**src/include/instr_exec_defs.svh**
```systemverilog
`ifndef INSTR_EXEC_DEFS_SVH
`define INSTR_EXEC_DEFS_SVH
// opcode select codes presented on op_code
`define OP_NONE        3'h0
`define OP_POWERDOWN   3'h1
`define OP_SUB_RETURN  3'h2
`define OP_ROTATE_R    3'h3
`define OP_LIT_SUB     3'h4
`define OP_REG_SUB     3'h5
// target select values
`define TARGET_ACCUM   1'h0
`define TARGET_FILE    1'h1
// reset values and constants
`define WDOG_CLEAR     8'h00
`define PRESC_CLEAR    8'h00
`define BYTE_ZERO      8'h00
`define PC_RESET       13'h0000
// flag reset levels (active-low flags idle high)
`define TIMEOUT_RST    1'h1
`define POWERDOWN_RST  1'h1
// cycles a subroutine exit occupies
`define RETURN_CYCLES  2'h2
`endif

```
**src/include/instr_exec_pkg.sv**
```systemverilog
package instr_exec_pkg;
    // arithmetic status flags
    typedef struct packed {
        logic zero;
        logic half_borrow_bit;
        logic carry;
    } alu_flags_t;
    // power status flags, both active low
    typedef struct packed {
        logic timeout_flag_n;
        logic powerdown_flag_n;
    } pwr_flags_t;
    typedef enum logic [1:0] {
        ST_RUN    = 2'b00,
        ST_RET2   = 2'b01,
        ST_SLEEP  = 2'b10
    } exec_state_t;
endpackage

```
**src/logic/instr_exec.sv**
```systemverilog
`timescale 1ns/1ns
`default_nettype none
`include "instr_exec_defs.svh"
module instr_exec
    import instr_exec_pkg::*;
(
    input  wire logic        clk_sys,
    input  wire logic        rst_n,
    input  wire logic        op_valid,
    input  wire logic [2:0]  op_code,
    input  wire logic [7:0]  literal_k,
    input  wire logic        result_target_sel,
    input  wire logic [7:0]  file_rd_data,
    input  wire logic [12:0] stack_top,
    output logic             op_busy,
    output logic [7:0]       accum,
    output logic [12:0]      prog_counter,
    output logic             stack_pop,
    output logic             file_wr_en,
    output logic [7:0]       file_wr_data,
    output alu_flags_t       alu_flags,
    output pwr_flags_t       pwr_flags,
    output logic [7:0]       watchdog_counter,
    output logic [7:0]       watchdog_prescaler,
    output logic             osc_run
);
    exec_state_t state_reg, state_next;
    logic [7:0]  accum_reg, accum_next;
    logic [12:0] pc_reg, pc_next;
    logic        pop_reg, pop_next;
    logic        fwe_reg, fwe_next;
    logic [7:0]  fwd_reg, fwd_next;
    alu_flags_t  aflg_reg, aflg_next;
    pwr_flags_t  pflg_reg, pflg_next;
    logic [7:0]  wdc_reg, wdc_next;
    logic [7:0]  wdp_reg, wdp_next;
    logic        osc_reg, osc_next;
    logic        busy_reg, busy_next;
    logic [7:0]  sub_a, sub_diff;
    alu_flags_t  sub_flags;

    // literal form subtracts from k, register form from the file byte
    assign sub_a = (op_code == `OP_LIT_SUB) ? literal_k : file_rd_data;

    byte_subtract u_sub (
        .minuend    (sub_a),
        .subtrahend (accum_reg),
        .diff       (sub_diff),
        .flags      (sub_flags)
    );

    // next-state and datapath; sleep holds everything until reset
    always_comb begin
        state_next = state_reg;
        accum_next = accum_reg;
        pc_next    = pc_reg;
        pop_next   = 1'b0;
        fwe_next   = 1'b0;
        fwd_next   = fwd_reg;
        aflg_next  = aflg_reg;
        pflg_next  = pflg_reg;
        wdc_next   = wdc_reg;
        wdp_next   = wdp_reg;
        osc_next   = osc_reg;
        case (state_reg)
            ST_RUN: begin
                if (op_valid) begin
                    case (op_code)
                        `OP_POWERDOWN: begin
                            wdc_next = `WDOG_CLEAR;
                            wdp_next = `PRESC_CLEAR;
                            pflg_next.timeout_flag_n   = 1'b1;
                            pflg_next.powerdown_flag_n = 1'b0;
                            osc_next   = 1'b0;
                            state_next = ST_SLEEP;
                        end
                        `OP_SUB_RETURN: begin
                            pc_next    = stack_top;
                            pop_next   = 1'b1;
                            state_next = ST_RET2;
                        end
                        `OP_ROTATE_R: begin
                            aflg_next.carry = file_rd_data[0];
                            if (result_target_sel == `TARGET_FILE) begin
                                fwe_next = 1'b1;
                                fwd_next = {aflg_reg.carry, file_rd_data[7:1]};
                            end else begin
                                accum_next = {aflg_reg.carry, file_rd_data[7:1]};
                            end
                        end
                        `OP_LIT_SUB: begin
                            accum_next = sub_diff;
                            aflg_next  = sub_flags;
                        end
                        `OP_REG_SUB: begin
                            aflg_next = sub_flags;
                            if (result_target_sel == `TARGET_FILE) begin
                                fwe_next = 1'b1;
                                fwd_next = sub_diff;
                            end else begin
                                accum_next = sub_diff;
                            end
                        end
                        default: begin
                        end
                    endcase
                end
            end
            ST_RET2: begin
                state_next = ST_RUN;   // second cycle of return
            end
            ST_SLEEP: begin
                state_next = ST_SLEEP; // wake-up is outside this block
            end
            default: begin
                state_next = ST_RUN;
            end
        endcase
        // busy follows the next state so op_busy leaves a flip-flop
        busy_next = (state_next != ST_RUN);
    end

    // registers only
    always_ff @(posedge clk_sys or negedge rst_n) begin
        if (!rst_n) begin
            state_reg <= ST_RUN;
            accum_reg <= `BYTE_ZERO;
            pc_reg    <= `PC_RESET;
            pop_reg   <= 1'b0;
            fwe_reg   <= 1'b0;
            fwd_reg   <= `BYTE_ZERO;
            aflg_reg  <= '0;
            pflg_reg  <= '{timeout_flag_n: `TIMEOUT_RST, powerdown_flag_n: `POWERDOWN_RST};
            wdc_reg   <= `WDOG_CLEAR;
            wdp_reg   <= `PRESC_CLEAR;
            osc_reg   <= 1'b1;
            busy_reg  <= 1'b0;
        end else begin
            state_reg <= state_next;
            accum_reg <= accum_next;
            pc_reg    <= pc_next;
            pop_reg   <= pop_next;
            fwe_reg   <= fwe_next;
            fwd_reg   <= fwd_next;
            aflg_reg  <= aflg_next;
            pflg_reg  <= pflg_next;
            wdc_reg   <= wdc_next;
            wdp_reg   <= wdp_next;
            osc_reg   <= osc_next;
            busy_reg  <= busy_next;
        end
    end

    assign op_busy            = busy_reg;
    assign accum              = accum_reg;
    assign prog_counter       = pc_reg;
    assign stack_pop          = pop_reg;
    assign file_wr_en         = fwe_reg;
    assign file_wr_data       = fwd_reg;
    assign alu_flags          = aflg_reg;
    assign pwr_flags          = pflg_reg;
    assign watchdog_counter   = wdc_reg;
    assign watchdog_prescaler = wdp_reg;
    assign osc_run            = osc_reg;

    // checks
    sleep_flags_a: assert property (@(posedge clk_sys) disable iff (!rst_n)
        (state_reg == ST_RUN && op_valid && op_code == `OP_POWERDOWN) |=>
        (pflg_reg.timeout_flag_n && !pflg_reg.powerdown_flag_n && !osc_reg
         && $stable(aflg_reg)))
        else $error("powerdown flags wrong");
    sleep_wdog_a: assert property (@(posedge clk_sys) disable iff (!rst_n)
        (state_reg == ST_RUN && op_valid && op_code == `OP_POWERDOWN) |=>
        (wdc_reg == `WDOG_CLEAR && wdp_reg == `PRESC_CLEAR))
        else $error("watchdog not cleared");
    sleep_hold_a: assert property (@(posedge clk_sys) disable iff (!rst_n)
        (state_reg == ST_SLEEP) |=> (state_reg == ST_SLEEP && !osc_reg))
        else $error("left sleep");
    ret_load_a: assert property (@(posedge clk_sys) disable iff (!rst_n)
        (state_reg == ST_RUN && op_valid && op_code == `OP_SUB_RETURN) |=>
        (pc_reg == $past(stack_top) && pop_reg && op_busy ##1 !op_busy && !pop_reg))
        else $error("return sequence wrong");
    rot_carry_a: assert property (@(posedge clk_sys) disable iff (!rst_n)
        (state_reg == ST_RUN && op_valid && op_code == `OP_ROTATE_R) |=>
        (aflg_reg.carry == $past(file_rd_data[0]) && aflg_reg.zero == $past(aflg_reg.zero)))
        else $error("rotate carry wrong");
    rot_target_a: assert property (@(posedge clk_sys) disable iff (!rst_n)
        (state_reg == ST_RUN && op_valid && op_code == `OP_ROTATE_R && result_target_sel) |=>
        (fwe_reg && fwd_reg == {$past(aflg_reg.carry), $past(file_rd_data[7:1])}))
        else $error("rotate write wrong");
    lit_sub_a: assert property (@(posedge clk_sys) disable iff (!rst_n)
        (state_reg == ST_RUN && op_valid && op_code == `OP_LIT_SUB) |=>
        (accum_reg == 8'($past(literal_k) - $past(accum_reg)) && !fwe_reg))
        else $error("literal subtract wrong");
    reg_sub_a: assert property (@(posedge clk_sys) disable iff (!rst_n)
        (state_reg == ST_RUN && op_valid && op_code == `OP_REG_SUB && !result_target_sel) |=>
        (accum_reg == 8'($past(file_rd_data) - $past(accum_reg))
         && aflg_reg.carry == ($past(file_rd_data) >= $past(accum_reg))))
        else $error("register subtract wrong");
    sub_file_a: assert property (@(posedge clk_sys) disable iff (!rst_n)
        (state_reg == ST_RUN && op_valid && op_code == `OP_REG_SUB && result_target_sel) |=>
        (fwe_reg && $stable(accum_reg) && aflg_reg.zero == (fwd_reg == `BYTE_ZERO)))
        else $error("subtract to file wrong");
    // flag meaning checked against plain unsigned compares
    lit_flags_a: assert property (@(posedge clk_sys) disable iff (!rst_n)
        (state_reg == ST_RUN && op_valid && op_code == `OP_LIT_SUB) |=>
        (aflg_reg.carry == ($past(literal_k) >= $past(accum_reg))
         && aflg_reg.half_borrow_bit == ($past(literal_k[3:0]) >= $past(accum_reg[3:0]))
         && aflg_reg.zero == (accum_reg == `BYTE_ZERO)))
        else $error("literal subtract flags wrong");
    sub_half_a: assert property (@(posedge clk_sys) disable iff (!rst_n)
        (state_reg == ST_RUN && op_valid && op_code == `OP_REG_SUB) |=>
        (aflg_reg.half_borrow_bit == ($past(file_rd_data[3:0]) >= $past(accum_reg[3:0]))
         && aflg_reg.carry == ($past(file_rd_data) >= $past(accum_reg))))
        else $error("register subtract flags wrong");
    rot_accum_a: assert property (@(posedge clk_sys) disable iff (!rst_n)
        (state_reg == ST_RUN && op_valid && op_code == `OP_ROTATE_R && !result_target_sel) |=>
        (!fwe_reg && accum_reg == {$past(aflg_reg.carry), $past(file_rd_data[7:1])}))
        else $error("rotate into accumulator wrong");
    // a request during the second return cycle must not execute
    ret_ignore_a: assert property (@(posedge clk_sys) disable iff (!rst_n)
        (state_reg == ST_RET2) |=>
        ($stable(accum_reg) && $stable(aflg_reg) && !fwe_reg && !pop_reg))
        else $error("op taken during return");
endmodule
`default_nettype wire

```
**src/logic/byte_subtract.sv**
```systemverilog
`timescale 1ns/1ns
`default_nettype none
`include "instr_exec_defs.svh"
// minuend minus subtrahend with no-borrow style flags
module byte_subtract
    import instr_exec_pkg::*;
(
    input  wire logic [7:0] minuend,
    input  wire logic [7:0] subtrahend,
    output logic      [7:0] diff,
    output alu_flags_t      flags
);
    logic [8:0] full;
    logic [4:0] low;

    // two's complement via add of inverted operand plus one
    always_comb begin
        full                  = {1'b0, minuend} + {1'b0, ~subtrahend} + 9'h001;
        low                   = {1'b0, minuend[3:0]} + {1'b0, ~subtrahend[3:0]} + 5'h01;
        diff                  = full[7:0];
        flags.carry           = full[8];        // set when no borrow
        flags.half_borrow_bit = low[4];
        flags.zero            = (full[7:0] == `BYTE_ZERO);
    end
endmodule
`default_nettype wire

```
**config.mk**
```make
export PLATFORM = sky130hd
export DESIGN_NAME = instr_exec
export DESIGN_NICKNAME = d
export VERILOG_FILES = /design/src/include/instr_exec_pkg.sv /design/src/logic/instr_exec.sv /design/src/logic/byte_subtract.sv
export VERILOG_INCLUDE_DIRS = /design/src /design/src/include
export SDC_FILE = /design/constraint.sdc
export NUM_CORES = 1
export LEC_CHECK = 0
export BUFFER_PORTS_ARGS = -buffer_cell sky130_fd_sc_hd__clkbuf_2
export CORE_ASPECT_RATIO = 1.4
export CORE_MARGIN = 5
export CORE_UTILIZATION = 38
export CTS_CLUSTER_DIAMETER = 30
export DETAILED_ROUTE_END_ITERATION = 8
export SETUP_SLACK_MARGIN = 0.4
export SLEW_MARGIN = 10
export SYNTH_ARGS = -nofsm -noshare
export SYNTH_HDL_FRONTEND = slang
export SYNTH_HIERARCHICAL = 1
export SYNTH_SLANG_ARGS = --single-unit
```
**constraint.sdc**
```tcl
create_clock -name clk_sys -period 3.1 [get_ports clk_sys]
set_clock_uncertainty 0.05 [all_clocks]
set_input_delay 0.155 -clock clk_sys [delete_from_list [all_inputs] [get_ports clk_sys]]
set_output_delay 0.155 -clock clk_sys [all_outputs]
set_load 0.005 [all_outputs]
```
# [After elaboration in Yosys (flattened, before gate mapping)]
# Index checks and enable logic that the tools add are counted.
[totals] ff_bits=38 latch_bits=0 mem_bits_rw=0 rom_bits=0 in_bits=36 out_inout_bits=54 memories=0
[op_classes] n_addsub=4 n_mul=0 n_div=0 n_lt_le_gt_ge=0 eq_ne=10 n_shift=0 mux=18 n_bitwise=2 n_reduce_logical=14
[ops] cell="$mux W8" n=5
[ops] cell="$pmux W8 S3" n=1
[ops] cell="$pmux W8 S2" n=1
[ops] cell="$reduce_and A3 Y1" n=4
[ops] cell="$reduce_and A5 Y1" n=2
[ops] cell="$add A8 B8 Y9" n=1
[ops] cell="$add A9 B1 Y9 const B" n=1
[ops] cell="$logic_not A8 Y1" n=1
[ops] cell="$ne A2 B2 Y1 const B" n=4
[ops] cell="$not A8 Y8" n=1
[ops] cell="$pmux W2 S2" n=2
[ops] cell="$mux W1" n=7
[ops] cell="$eq A3 B2 Y1 const B" n=2
[ops] cell="$eq A3 B3 Y1 const B" n=2
[ops] cell="$reduce_bool A2 Y1" n=3
[ops] cell="$add A4 B4 Y5" n=1
[ops] cell="$add A5 B1 Y5 const B" n=1
[ops] cell="$not A4 Y4" n=1
[ops] cell="$reduce_or A2 Y1" n=2
[ops] cell="$eq A3 B1 Y1 const B" n=1
[ops] cell="$reduce_bool A3 Y1" n=1
[ops] cell="$eq A2 B2 Y1 const B" n=1
[ops] cell="$logic_not A2 Y1" n=1
[ops] cell="$mux W2" n=1
[ops] cell="$pmux W1 S2" n=1

# [Logic depth before layout (Yosys ltp)]
[logic_depth] ltp_word=6 ltp_mapped=14 mapped_depth_nobuf=13

# [Cells and area by module]
# Netlist, hierarchy kept.
[by_module_without_submodules] module="instr_exec" instances=1 cells_each=146 area_each_um2=1930.6
[by_module_without_submodules] module="byte_subtract" instances=1 cells_each=52 area_each_um2=381.6

# [Worst setup path after synthesis]
# Ideal clock, no wire load.
[synth_path] kind="input port to flip-flop" start="input op_code[1]" end="register aflg_reg, in the netlist alu_flags[0]" setup_ns=0.125 arrival_ns=2.859 required_time_ns=2.925 setup_slack_ns=0.066 path_stages=12 path_cell_list="nand2b_1 -> buf_2 -> nor2_2 -> mux2_2 -> ha_1 -> nor2b_1 -> o31a_1 -> o31a_1 -> o21ai_0 -> nand2b_1 -> mux2_2 -> mux2_2"
[synth_rtl] item="from (decl)" line="instr_exec.sv:10" rtl="input wire logic [2:0] op_code,"
[synth_rtl] item="to (signal assigned)" line="instr_exec.sv:145" rtl="aflg_reg <= aflg_next;"
[synth_rtl] item="to (decl)" line="instr_exec.sv:33" rtl="alu_flags_t aflg_reg, aflg_next;"

==> impl_metrics.yaml <==
placement:
  post-place-ws_ps: 135
  gp_congestion: 0.883
  place_inst: 334
  io_buffers: 72
  dp_hpwl_mm: 4.22
sta:
  finalHoldViolCount: 0
  setup_violations: 0
  slew_headroom_pct: 36.0
  min_period_over_period_pct: 84.9
  tns_ps: 0
  max_freq_mhz: 380
  final_max_slew_viol_count: 0
  rsz0062_at_grt: "true"
  worst_slew_pin_slew_ps: 960
  setup_slack_ps: 468
  layout_min_cycle_time_ps: 2630
critical_path:
  cp_common_cell: "mux2_4"
  worstPathArrival_ps: 2770
  path_buf_inv: 2
  cp.required_ps: 3230
  cp_top_family: "multiplexers"
  rr_endpoint: "alu_flags[0]$_DFFE_PN0P_"
  r2r_slack_ps: 650
  slowest_delay_ps: 350
  crit_path_end_kind: "flop"
  crit_path_top_delay_cell: "o31a_1"
  cp_max_fo: 5
  reg2reg_from: "accum[2]$_DFFE_PN0P_"
  cp_cell_sequence: "buf_8 > nand2b_4 > nor2_4 > mux2_4 > inv_2 > ha_4 > fa_2 > nor2b_2 > o31a_1 > o31a_1 > o21ai_1 > nand2b_1 > mux2_4 > mux2_4"
  critPathKind: "input port to flop"
  rr_worst_depth: 9
  start_kind: "input port"
synth:
  ys_top_cells_by_area: "dfrtp_1 (40%), mux2_2 (23%), buf_4 (6.2%)"
  synth_xor_area_share_pct: 1.84
  synth.area.mux_share_pct: 25.1
  synthFlopType: "dfrtp_1"
  synth_edf_count: 0
  yosysTopAreaCell: "dfrtp_1"
  synth_fa_ha_area_share_pct: 5.19
  synth_top_family_by_area: "multiplexers"
  synth.ff_latch_count: 38
  synth_cells: 198
  synth_top_area_share_pct: 40.0
  synthesis.area_mm2: 0.00231
  ys_seq_area_share_pct: 41.2
  ys_types: 39
  syn_avg_cell_area_um2: 11.7
  synthSimpleGateAreaFrac_pct: 7.41
  async_reset_ff_share_pct: 100
  yosys_warnings: 6
  synth_compound_area_share_pct: 9.74
grt:
  met1_usage_pct: 16.3
  track_usage_pct: 14.4
  grt_antenna_before_repair: 0
  use_met2_pct: 25.1
  met3_usage_pct: 4.23
  grt_pass1_vias: 1893
  overflow: 0
  grt_max_degree: 39
  grt_pass1_wl_mm: 9.11
  grt.busiest_layer: "met2"
finish:
  layout-drive-gt1-share_pct: 55.2
  layout.cells.non_filler: 349
  fill_cells: 524
  largest_reg_flops: 13
  finalNetCount: 323
  area_delta_synth_final_pct: 27.3
  antenna_cells: 0
worst_hold_path:
  hold_class: "input port to flop"
  hold_depth: 2
  hp-start: "stack_top[0]"
  hold_path_end: "prog_counter[0]$_DFFE_PN0P_"
drt:
  wl_mm: 5.48
  wl_per_cell_um: 15.7
  drc: 0
  drtPass1Iterations: 4
  avgViaCountPerCell: 5.02
  via_count: 1753
  first_iter_violations: 34
  ant_nets: 0
floorplan:
  start_util_pct: 39.2
  die_x_um: 75.9
  rows: 33
  pin_count: 90
  placeableCoreArea_mm2: 0.00590
  dieHeight_um: 102
  dieArea_mm2: 0.00777
job:
  maxCapViolCount: 0
cts:
  cts_root_buf: "clkbuf_8"
  cts_buffers: 5
  cts_sinks: 38
  clkTransAtPathRegs_ps: 80
  cts_tree: "built"
  cts.path.max_buffers: 2
  h-tree-depth: 2
  clk_latency_ps: 300
power:
  power.total_mw: 2.21
  peakVddDrop_mv: 0.386
  powerDensity_mw_per_mm2: 752
  leakage_nw: 1.46
run_status:
  status: "finished, final reports clean"
## per-layer routing
metal  up-vias  wire (µm)
met1       846       2190
li1        823          -
met3        10        392
met5         -          0
met4         0         95
met2        74       2800
## metrics by stage
stage / area [µm²] / util, % / hold slack (ps)
floorplan: 2410 / - / -191
global placement: 2700 / 45.8 / 308
detailed placement: 2700 / 45.8 / 313
CTS: 2820 / 47.8 / 33.9
global route: 2940 / 49.9 / 32.2
finish: 2940 / 49.9 / 42.2
## synth_stat cells, drive strengths merged (3+ instances only)
library cell and count:
a21oi 9, a31oi 5, buf 22, dfrtp 37
ha 8, inv 14, mux2 47, mux2i 5
nand2b 4, nor2 7, nor3b 3, o21a 3
o21ai 4, xnor2 3
## kinds of logic (layout without fill, tap and decap cells)
family,after synthesis,in the layout
muxes,52,52
AOI/OAI and AO/OA,31,31
DFF,38,38
buffers and inverters,37,103
other,2,17
and+or+nand+nor,25,25
xor gates and xnor gates,4,4
adders and majority gates,9,9
## layout by cell type (no fill, tap or decap), types with 3 or more instances in the layout
cell      count
a21oi_1       9
a31oi_1       5
buf_4         7
clkbuf_2     70
clkbuf_8      5
conb_1       17
dfrtp_1      37
ha_1          4
ha_4          4
inv_1        12
mux2_2       41
mux2_4        6
mux2i_1       5
nand2b_1      3
nor2_1        6
o21a_1        3
o21ai_0       3
xnor2_1       3
## worst register-to-register path: stages, from the launching register on
cell and delay, ps:
dfrtp_1 410, inv_1 100, ha_4 220, nor2b_2 160
o31a_1 350, o31a_1 330, o21ai_1 130, nand2b_1 70
mux2_4 260, mux2_4 250
## what timing repair did
action | CTS | global route
endpoints found under the setup margin | 0 | 7
gates resized for setup | 0 | 21
setup buffers | 0 | 6
endpoints found under the hold margin | 28 | 0
hold buffers | 1 | 0
## worst max path at each step
stage,from,slack [ps],endpoint,cells past startpoint
global route,op_code[1],380,alu_flags[0]$_DFFE_PN0P_,14
detailed placement,op_code[1],130,alu_flags[0]$_DFFE_PN0P_,13
finish,op_code[1],470,alu_flags[0]$_DFFE_PN0P_,14
floorplan,op_code[1],300,alu_flags[0]$_DFFE_PN0P_,14
CTS,op_code[1],450,alu_flags[0]$_DFFE_PN0P_,13
global placement,op_code[1],200,alu_flags[0]$_DFFE_PN0P_,14
## power breakdown
part,leakage [nW],internal (mW),switching (mW)
Combinational,0.945,0.539,0.482
Clock,0.0579,0.237,0.193
Sequential,0.457,0.651,0.110
Total,1.46,1.43,0.786
## area by class of cell
| class | instances | area [µm²] | area share, % |
|---|---|---|---|
| inverters | 14 | 52.6 | 1.78 |
| flip-flops and latches | 38 | 952 | 32.3 |
| multi-input cells | 138 | 1290 | 43.9 |
| repair buffers | 81 | 450 | 15.3 |
| clock inverters | 3 | 40.0 | 1.36 |
| clock buffers | 5 | 68.8 | 2.34 |
| well taps | 70 | 87.6 | 2.97 |
Power figures use the tool's default switching activity.
